`config.mk`:
```
export PLATFORM = sky130hd
export DESIGN_NAME = ata_command_acceptance
export DESIGN_NICKNAME = d
export VERILOG_FILES = /design/src/logic/ata_cmd_pkg.sv /design/src/logic/ata_command_acceptance.sv
export SDC_FILE = /design/constraint.sdc
export NUM_CORES = 1
export LEC_CHECK = 0
export ABC_AREA = 1
export BUFFER_PORTS_ARGS = -buffer_cell sky130_fd_sc_hd__buf_2
export CORE_UTILIZATION = 40
export CTS_CLUSTER_DIAMETER = 120
export DETAILED_ROUTE_END_ITERATION = 8
export GPL_ROUTABILITY_DRIVEN = 0
export PLACE_DENSITY_LB_ADDON = 0.1
export SLEW_MARGIN = 30
export SYNTH_ARGS = -nofsm -noshare
export SYNTH_HDL_FRONTEND = slang
export SYNTH_SLANG_ARGS = --single-unit
```
`constraint.sdc`:
```
create_clock -name i_core_clk -period 4.2 [get_ports i_core_clk]
set_input_delay 0.63 -clock i_core_clk [delete_from_list [all_inputs] [get_ports i_core_clk]]
set_output_delay 0.63 -clock i_core_clk [all_outputs]
set_load 0.03 [all_outputs]
```
`src/logic/ata_cmd_pkg.sv`:
```
/*
 package for the command acceptance block: classes, result codes, timing, field layouts.
 assumes a 20 MHz core clock; task-file writes arrive as synchronous strobes.
*/
// Contract
// - class 1 command: busy set within 400 ns of opcode write
// - class 3: busy within 400 ns, drq within 20 ms, busy drops 400 ns later
// - read opcodes 20/21 40/41 22/23 c4 c8/c9 e4 ec are class 1
// - write opcodes 30/31 38 3c 32/33 ca/cb e8 50 are class 2
// - opcodes c5 and cd are class 3
// - opcodes 91 1x 7x ef c6 c0 90 03 87 f5 are class 1
// - power query is 98 or e5; other power opcodes are class 1
// - power query while asleep or in transition loads 00 into sector count
// - power query while idle loads ff into sector count
// - drive-only commands use drive bit and ignore head bits
// - diagnostic end places its code in the error register
// - diagnostic codes 01 02 03 04 05 and 8x
// - legacy erase and write-without-erase still erase the sectors
// - interrupts pass only while interrupt_disable_bit is zero
package ata_cmd_pkg;
    localparam int unsigned CLK_HZ = 20000000;
    localparam int unsigned BUSY_SET_NS = 400;
    localparam int unsigned BUSY_DROP_NS = 400;
    localparam int unsigned DRQ2_US = 700;
    localparam int unsigned DRQ3_MS = 20;
    // longest times round down
    localparam int unsigned DRQ2_CYC = DRQ2_US * (CLK_HZ / 1000000);
    localparam int unsigned DRQ3_CYC = DRQ3_MS * (CLK_HZ / 1000);
    localparam int unsigned BUSY_DROP_CYC = BUSY_DROP_NS * (CLK_HZ / 1000000) / 1000;
    localparam int unsigned CNT_W = 20;

    localparam logic [7:0] SC_ASLEEP = 8'h00;
    localparam logic [7:0] SC_IDLE = 8'hff;
    localparam logic [7:0] DIAG_OK = 8'h01;
    localparam logic [7:0] DIAG_SLAVE_FAIL = 8'h80;
    localparam int unsigned DH_DRIVE_BIT = 4;
    localparam int unsigned DH_HEAD_MSB = 3;
    localparam logic [7:0] SC_RESET = 8'h01;

    typedef enum logic [1:0] {CLS_NONE, CLS_1, CLS_2, CLS_3} cls_t;
    typedef enum logic [1:0] {PWR_IDLE, PWR_SLEEP, PWR_ENTER, PWR_WAKE} pwr_t;

    typedef struct packed {
        cls_t cls;
        logic pwr_query;
        logic diag;
        logic drive_only;
        logic legacy_erase;
        logic sleep_cmd;
    } decode_t;

    typedef struct packed {
        logic [7:0] sector_count_reg;
        logic [7:0] error;
        logic drive;
        logic [3:0] head;
    } taskfile_t;
endpackage

```
`src/logic/ata_command_acceptance.sv`:
```
/*
 command acceptance: decodes an opcode write, runs busy/drq timing per class,
 answers the power-mode query and diagnostic, raises a gated interrupt.
 assumes the host waits for busy low and loads parameters before the opcode.
*/
module ata_command_acceptance (
    input wire logic i_core_clk, // 20 mhz core clock
    input wire logic i_rst_n, // async reset, active low
    input wire logic i_cmd_wr, // one-cycle opcode write strobe
    input wire logic [7:0] i_opcode, // opcode written
    input wire logic [7:0] i_drive_head_select_reg, // drive/head register
    input wire logic i_interrupt_disable_bit, // 1 suppresses interrupt
    input wire logic [1:0] i_power_state, // current power state code
    input wire logic [7:0] i_diag_result, // diagnostic code from self test
    input wire logic i_cmd_done, // media side done: ends a class 1 command, or raises drq early for a class 2 or 3 write
    output logic o_busy, // status busy flag
    output logic o_drq, // data request
    output logic o_intrq, // interrupt request level
    output logic o_erase_req, // pulse: legacy erase of addressed sectors
    output logic o_sleep_req, // pulse: sleep opcode accepted
    output ata_cmd_pkg::taskfile_t o_tf, // sector count, error, drive, head
    output logic [7:0] o_active_opcode // opcode being executed
);
    typedef enum {ST_IDLE, ST_EXEC, ST_PREP, ST_DRQ, ST_FINISH} state_t;

    // sequencer state and the command captured at acceptance
    state_t state, next_state;
    logic [ata_cmd_pkg::CNT_W-1:0] cnt, next_cnt;
    ata_cmd_pkg::cls_t cls, next_cls;
    ata_cmd_pkg::decode_t dec, cur, next_cur;
    // next values of the registered outputs
    ata_cmd_pkg::taskfile_t next_tf;
    logic next_busy, next_drq, next_intrq, next_erase, next_sleep;
    logic [7:0] next_opcode;

    // opcode decode, purely combinational on the written value
    always_comb begin
        dec = '0;
        dec.drive_only = 1'b1;
        unique casez (i_opcode)
            // reads with full addressing use both drive and head
            8'h20, 8'h21, 8'h40, 8'h41, 8'h22, 8'h23, 8'hc4, 8'hc8, 8'hc9: begin
                dec.cls = ata_cmd_pkg::CLS_1;
                dec.drive_only = 1'b0;
            end
            8'he4, 8'hec: dec.cls = ata_cmd_pkg::CLS_1;
            // class 2 writes: buffer set up before the data request
            8'h30, 8'h31, 8'h32, 8'h33, 8'h3c, 8'hca, 8'hcb, 8'h50: begin
                dec.cls = ata_cmd_pkg::CLS_2;
                dec.drive_only = 1'b0;
            end
            8'h38: begin
                dec.cls = ata_cmd_pkg::CLS_2;
                dec.drive_only = 1'b0;
                dec.legacy_erase = 1'b1;
            end
            8'he8: dec.cls = ata_cmd_pkg::CLS_2;
            // class 3 multiple writes get the long buffer deadline
            8'hc5: begin
                dec.cls = ata_cmd_pkg::CLS_3;
                dec.drive_only = 1'b0;
            end
            8'hcd: begin
                dec.cls = ata_cmd_pkg::CLS_3;
                dec.drive_only = 1'b0;
                dec.legacy_erase = 1'b1;
            end
            // data-less class 1 commands with full addressing
            8'h91, 8'h7?, 8'h87, 8'hf5: begin
                dec.cls = ata_cmd_pkg::CLS_1;
                dec.drive_only = 1'b0;
            end
            // legacy sector erase still erases, with no speed gain
            8'hc0: begin
                dec.cls = ata_cmd_pkg::CLS_1;
                dec.drive_only = 1'b0;
                dec.legacy_erase = 1'b1;
            end
            8'h1?, 8'hef, 8'hc6, 8'h03: dec.cls = ata_cmd_pkg::CLS_1;
            // diagnostic copies the self-test code when it ends
            8'h90: begin
                dec.cls = ata_cmd_pkg::CLS_1;
                dec.diag = 1'b1;
            end
            // power-mode query answers from the power state input
            8'h98, 8'he5: begin
                dec.cls = ata_cmd_pkg::CLS_1;
                dec.pwr_query = 1'b1;
            end
            // sleep opcodes also tell the power logic to go to sleep
            8'he6, 8'h99: begin
                dec.cls = ata_cmd_pkg::CLS_1;
                dec.sleep_cmd = 1'b1;
            end
            8'he3, 8'h97, 8'he1, 8'h95, 8'he2, 8'h96, 8'he0, 8'h94:
                dec.cls = ata_cmd_pkg::CLS_1;
            default: dec.cls = ata_cmd_pkg::CLS_NONE; // unknown opcode: not accepted
        endcase
    end

    // sequencer next state; busy goes up the edge after the write (50 ns < 400 ns)
    always_comb begin
        next_state = state;
        next_cnt = cnt;
        next_cls = cls;
        next_cur = cur;
        next_tf = o_tf;
        next_busy = o_busy;
        next_drq = o_drq;
        next_intrq = o_intrq;
        next_erase = 1'b0;
        next_sleep = 1'b0;
        next_opcode = o_active_opcode;
        // the mask acts on the next edge, so a pending interrupt drops one cycle after the bit is set
        if (i_interrupt_disable_bit) begin
            next_intrq = 1'b0;
        end
        unique case (state)
            ST_IDLE: begin
                // any opcode write ends a pending data request, even an unknown one
                if (i_cmd_wr) begin
                    next_drq = 1'b0;
                end
                // a write while busy is ignored; the host must not issue one then
                if (i_cmd_wr && dec.cls != ata_cmd_pkg::CLS_NONE) begin
                    next_busy = 1'b1;
                    next_intrq = 1'b0;
                    next_cls = dec.cls;
                    next_cur = dec;
                    next_opcode = i_opcode;
                    next_cnt = '0;
                    next_tf.drive = i_drive_head_select_reg[ata_cmd_pkg::DH_DRIVE_BIT];
                    // drive-only commands keep the old head value
                    next_tf.head = dec.drive_only
                        ? o_tf.head
                        : i_drive_head_select_reg[ata_cmd_pkg::DH_HEAD_MSB:0];
                    next_erase = dec.legacy_erase;
                    next_sleep = dec.sleep_cmd;
                    next_state = (dec.cls == ata_cmd_pkg::CLS_1) ? ST_EXEC : ST_PREP;
                end
            end
            ST_EXEC: begin
                // query and diagnostic finish at once, the rest wait for the media
                if (cur.pwr_query) begin
                    if (i_power_state == 2'(ata_cmd_pkg::PWR_IDLE)) begin
                        next_tf.sector_count_reg = ata_cmd_pkg::SC_IDLE;
                    end else begin
                        next_tf.sector_count_reg = ata_cmd_pkg::SC_ASLEEP;
                    end
                    next_state = ST_FINISH;
                end else if (cur.diag) begin
                    next_tf.error = i_diag_result;
                    next_state = ST_FINISH;
                end else if (i_cmd_done) begin
                    next_state = ST_FINISH;
                end
            end
            ST_FINISH: begin
                // busy falls with the interrupt rising, so the host may poll or wait
                next_busy = 1'b0;
                next_intrq = ~i_interrupt_disable_bit;
                next_state = ST_IDLE;
            end
            ST_PREP: begin
                // buffer set up for the write; drq comes at the class deadline at most
                // an early media ready shortens the wait, the counter only bounds it
                next_cnt = cnt + 1'b1;
                if (i_cmd_done
                    || (cls == ata_cmd_pkg::CLS_2
                        && cnt == ata_cmd_pkg::CNT_W'(ata_cmd_pkg::DRQ2_CYC - 1))
                    || (cls == ata_cmd_pkg::CLS_3
                        && cnt == ata_cmd_pkg::CNT_W'(ata_cmd_pkg::DRQ3_CYC - 1))) begin
                    next_drq = 1'b1;
                    next_cnt = '0;
                    next_state = ST_DRQ;
                end
            end
            ST_DRQ: begin
                // busy falls a cycle after drq, well inside the drop window;
                // a slower media side would need a counter against the drop limit
                next_busy = 1'b0;
                next_state = ST_IDLE;
            end
        endcase
    end

    // drq clears on the next opcode write; data transfer lies outside this block
    always_ff @(posedge i_core_clk or negedge i_rst_n) begin
        if (!i_rst_n) begin
            // not busy, no request pending, diagnostic code reads no error
            state <= ST_IDLE;
            cnt <= '0;
            cls <= ata_cmd_pkg::CLS_NONE;
            cur <= '0;
            o_tf <= '{sector_count_reg: ata_cmd_pkg::SC_RESET, error: ata_cmd_pkg::DIAG_OK,
                      drive: 1'b0, head: 4'h0};
            o_busy <= 1'b0;
            o_drq <= 1'b0;
            o_intrq <= 1'b0;
            o_erase_req <= 1'b0;
            o_sleep_req <= 1'b0;
            o_active_opcode <= 8'h00;
        end else begin
            // register every next value; nothing is computed here
            state <= next_state;
            cnt <= next_cnt;
            cls <= next_cls;
            cur <= next_cur;
            o_tf <= next_tf;
            o_busy <= next_busy;
            o_drq <= next_drq;
            o_intrq <= next_intrq;
            o_erase_req <= next_erase;
            o_sleep_req <= next_sleep;
            o_active_opcode <= next_opcode;
        end
    end
endmodule // ata_command_acceptance

```
==> summary.txt, run 1 <==
CP Launch Type: input pin
Hold slack: 432.9 ps
Input/output buffers: 61
Remaining antenna violation count after routing: 0
Hold Path Class: input pin to async pin
Die area: 0.008893 mm²
Outcome: complete, no violations
Nets: 570
Final core utilization: 46.89%
Layout area overhead: 13.03%
#FFs+latches synth: 55
Post-Synthesis Cells: 482
Routed wire length: 8.419 mm
Width of the die: 94.31 µm
Ant. Diodes: 0
Postcts setup bufs: 0
Io pins: 65
Mean Syn Cell Area: 7.071 µm²
DRT Pass-1 Iters: 4
CTS buffer count: 5
Maximum VDD drop: 0.3153 mV
Most frequent cells in the layout: nand2_1, nor2_1, buf_2
Layout fillers: 847
Critical path type: input pin to flip-flop
Setup TNS: 0 ps
Layout cells sized above 1: 21.15%
TritonCTS Sinks: 55
Final Hold Vio Count: 0
Via/cell ratio: 5.106
Initial antenna violation count: 0
First-pass GRT wire length: 14.50 mm
Post-detail-place hpwl: 6.345 mm
Critical Path Sink Type: flip-flop
Post_cts resized: 0
Cell Area, Synth: 0.003408 mm²
CTS clk-pin slew, worst paths: 110 ps
Synth Net Count: 514
Setup Skew: 8.294 ps
Number of library cell types mapped by synthesis: 33
Initial Util: 41.48%
Synth warnings: 0
Top cells by area, synth: dfrtp_1, nand2_1, nor2_1
# DRC: 0
Core Area: 0.008217 mm²
Unrepaired setup endpoints after global routing: false
Psw: 0.0007898 W
CTS Root Cell: clkbuf_8
Worst-path fanout max: 32
Overflow left after global routing: 0
Flop pwr share: 41.0%
Height of the die: 94.31 µm
Cts hold-fix bufs: 0
F_max: 366.0 MHz
Clk buf depth: 2
Max-cap violations: 0
Total power: 0.001753 W
Register area share after synthesis: 40.46%
Row cnt: 33
Worst-skew pair later-pin latency: 310 ps
Commonest non-fill, non-tap cell in the layout: nand2_1
Area share of the largest cell type after synthesis: 38.91%
Req. time, crit path: 4430 ps
Worst Path Arrival: 2960 ps
TritonCTS clock tree: yes
Area leader, netlist: dfrtp_1
Initial DRC Count: 170
GRT Total Usage: 20.51%
Fin crit share: 65.05%
Final worst path period need: 2732 ps
Avg WL per Cell: 13.07 µm
Static leakage: 1.963 nW
Pin count of the biggest net entering global routing: 56
Switching portion of total power: 45.05%
Worst Max-Slew Pin Slew: 829.5 ps
Clk pwr share: 18.1%
Int Pwr: 0.0009634 W
Pins over their slew limit: 0
Vias in the first global route: 3122
Slew HR: 44.50%
Combinational fraction of design power: 40.9%
Final setup fails: 0
Vias: 3288
Pwr/cell area: 455.1 mW/mm²
# H-tree levels: 2
==> layout make-up <==
class	instances	area [µm²]	area share (%)
Clock buffer	5	68.82	1.786
Clock inverter	3	27.53	0.7145
Inverter	50	187.7	4.872
Multi-Input combinational cell	364	1745	45.31
Sequential cell	55	1379	35.79
Tap cell	105	131.4	3.410
Timing Repair Buffer	62	312.8	8.120
==> cell families (layout without fill, tap and decap cells) <==
logic type	count (synthesis)	in the layout	share of synthesized area, %
multiplexers	9	9	3.304
AO/OA/AOI/OAI	48	48	8.480
flip-flops	55	55	40.46
buffers and inverters	63	120	8.333
XOR/XNOR	6	6	1.542
AND/OR/NAND/NOR	300	300	37.52
adder cells (fa/ha/maj)	1	1	0.3670
==> stage by stage <==
step | setup slack (ps) | std cells | area, µm²
after detailed placement | 1182 | 636 | 3756
after CTS | 1499 | 644 | 3852
after global placement | 1166 | 636 | 3756
after global routing | 1154 | 644 | 3852
final | 1468 | 644 | 3852
after floorplan | 2203 | 482 | 3408
==> routing by layer <==
layer,vias to the layer above,track usage (%),part of all wire [%]
met5,-,0,0
met4,0,6.410,1.8
met3,12,2.670,2.4
met2,69,35.93,50
met1,1552,26.03,46
li1,1655,-,-
==> power by group through the flow <==
stage                     logic, W  clock network (W)  registers, W
after global placement    0.000709                  0      0.000727
after CTS                 0.000721           0.000332      0.000721
final                     0.000716           0.000317      0.000719
after global routing      0.000787           0.000358      0.000740
after floorplan           0.000406                  0      0.000875
after detailed placement  0.000720                  0      0.000731
==> critical path, stage by stage <==
cell and delay (ps):
buf_2 190, inv_2 90, nand2_1 120, nor2_1 100, nand2_1 130, nand2_1 70
nor2_1 80, nand2_1 70, nor2_1 140, nand3_2 120, nand2_2 470, nand2_2 420
o21ai_0 300
==> cell usage after synthesis <==
master      n
and3_1      2
nand3_1    36
o21ai_0    25
buf_6       1
clkinv_1    1
mux2_2      8
a21oi_1     4
buf_4      10
nand2_1   145
inv_1      39
dfrtp_1    53
o22ai_2     2
nand3_2     1
xnor2_1     1
inv_2      10
buf_2       2
nand4_1    12
nor3_2      1
nor3_1      8
dfstp_2     2
and2_1      1
xor2_1      5
nor2_1     76
o21ai_1     6
nand3b_1    2
nand2_2     7
nor4_1      4
nor2_2      5
mux2i_4     1
ha_1        1
o31ai_1     2
o22ai_1     2
o21ai_2     7
==> state kept, by name, indices dropped and copies added, names as in the netlist <==
signal and count:
o_active_opcode 8, cur 2, o_drq 1, o_busy 1, o_sleep_req 1, o_tf 15
cls 2, o_intrq 1, o_erase_req 1, cnt 20, state 3
==> path summary, 6_finish.rpt <==
check                                         from       to  slack, ps  depth (start not counted)
setup / recovery                       i_opcode[1]   cnt[7]       1470                         13
hold / removal                             i_rst_n  cnt[14]        430                          2
setup reg to reg                          state[2]   cnt[7]       1620                          6
hold reg to reg                            o_tf[2]  o_tf[2]        480                          2
max in group asynchronous                  i_rst_n  cnt[13]       3300                          2
min in group i_core_clk    i_interrupt_disable_bit  o_intrq        460                          2
(Power assumes the default switching activity.)
==> run 2, diff against run 1 <==
Clock period 4.2 ns to 2.29 ns, I/O delays scaled along.
==> summary.txt, run 2 (synthesized netlist as in run 1, its figures left out) <==
Outcome: complete, no violations
Crit-path max cell delay: 420 ps
# H-tree levels: 2
Pin count of the biggest net entering global routing: 31
Top flop regs: cnt: 20 flops, o_tf: 15 flops, o_active_opcode: 8 flops
Layout area overhead: 15.49%
Ant. Diodes: 0
Worst Max-Slew Pin Slew: 628.4 ps
Vias in the first global route: 3041
# DRC: 0
Static leakage: 2.005 nW
Critical Path Sink Type: flip-flop
Height of the die: 94.31 µm
Final setup fails: 0
Width of the die: 94.31 µm
Remaining antenna violation count after routing: 0
Post-detail-place hpwl: 6.402 mm
Final worst path period need: 2026 ps
First-pass GRT wire length: 13.77 mm
Io pins: 65
Slack of the critical path: 263.9 ps
Avg WL per Cell: 12.67 µm
Vias: 3242
Critical path's slowest cell: dfrtp_2
Overflow left after global routing: 0
TritonCTS Sinks: 55
Slew HR: 58.11%
Max reg flops: 20
Initial Util: 41.48%
Worst-path fanout max: 3
Core Area: 0.008217 mm²
Crit-path cells: ha_1, nand3_1, nor2_1, nand2_1, nor2_1, nand3_1, nor2_1, nand3_1, nor2_1, nand2_1, nand3_1, o21ai_2
Setup TNS: 0 ps
Nets: 576
Worst Path Arrival: 2240 ps
DRT Pass-1 Iters: 4
Final Cell Area: 0.003936 mm²
Critical path type: flip-flop to flip-flop
Most frequent cells in the layout: nand2_1, nor2_1, buf_2
CTS Root Cell: clkbuf_8
Final core utilization: 47.91%
Commonest non-fill, non-tap cell in the layout: nand2_1
Routed wire length: 8.238 mm
Pins over their slew limit: 0
CP Launch Type: flip-flop
CTS buffer count: 5
Max-cap violations: 0
GRT Total Usage: 19.61%
Row cnt: 33
Unrepaired setup endpoints after global routing: false
Via/cell ratio: 4.988
Layout cells sized above 1: 22.20%
Placed cell count: 642
Placed Area: 0.003839 mm²
Worst-skew pair later-pin latency: 310 ps
Clk buf depth: 2
Finished Layout Cells: 650
Pwr/cell area: 836.4 mW/mm²
Initial antenna violation count: 0
Final Hold Vio Count: 0
Place WS: 113.0 ps
CTS clk-pin slew, worst paths: 110 ps
Register with the most flip-flops: cnt
Initial DRC Count: 104
Layout fillers: 835
TritonCTS clock tree: yes
F_max: 493.6 MHz
Die area: 0.008893 mm²
Hold Path Class: input pin to async pin
Req. time, crit path: 2500 ps
Fin crit share: 88.48%
Input/output buffers: 61
Setup Skew: 5.353 ps
Maximum VDD drop: 0.4840 mV
-- run 2: changes by cell type in the layout (fill, tap and decap cells not counted), sizes merged --
cell  change
buf       +6
-- run 2: per-layer routing --
metal  vias to the layer above  global-route usage (%)  wire length [µm]
met3                        21                   2.589               226
met1                      1475                   24.58              3760
met5                         -                       0                 0
li1                       1672                       -                 -
met2                        74                   33.51              4016
met4                         0                   8.590               235
-- run 2: report_power, final --
| part | leakage, nW | internal [W] | switching (W) |
|---|---|---|---|
| clock network | 0.0467 | 0.000228 | 0.000348 |
| logic | 1.24 | 0.000436 | 0.000961 |
| registers | 0.717 | 0.00118 | 0.000136 |
| total | 2.00 | 0.00185 | 0.00145 |
-- run 2: final timing paths --
check / startpoint / to / slack, ps / depth (start not counted)
worst max-delay path: cnt[0] / cnt[18] / 260 / 12
worst min-delay path: i_rst_n / cnt[10] / 40 / 1
worst max register to register: cnt[0] / cnt[18] / 260 / 12
worst min register to register: o_tf[0] / o_tf[0] / 480 / 2
max in group asynchronous: i_rst_n / o_tf[13] / 1600 / 2
min in group i_core_clk: i_interrupt_disable_bit / o_intrq / 170 / 2
-- run 2: area by class of cell --
cell class | instances | area, µm² | share of cell area [%]
clock buffer | 5 | 68.82 | 1.748
timing repair buffer | 68 | 395.4 | 10.04
inverter | 50 | 187.7 | 4.768
sequential | 55 | 1380 | 35.06
multi-input combinational | 364 | 1745 | 44.34
tap | 105 | 131.4 | 3.338
clock inverter | 3 | 27.53 | 0.6993
-- run 2: per-stage QoR --
stage          hold WS, ps  power (W)
2_1_floorplan        47.91   0.002349
3_3_place_gp         400.7   0.002725
3_5_place_dp         407.0   0.002751
4_1_cts              45.38   0.003338
5_1_grt              77.73   0.003531
6_report             36.62   0.003292
-- run 2: what timing repair did --
item | 4_1_cts | 5_1_grt
endpoints found under the setup margin | 0 | 1
buffers inserted | 0 | 0
gates resized for setup | 0 | 1
hold buffers | 0 | 0
hold endpoints to repair | 0 | 0
-- run 2: worst max-delay path, delay by kind of cell, from the launching register on --
family / cells / cell delay, ps
and+or+nand+nor: 10 / 1240
adders and majority gates: 1 / 210
AOI/OAI and AO/OA: 1 / 50
DFF: 1 / 420
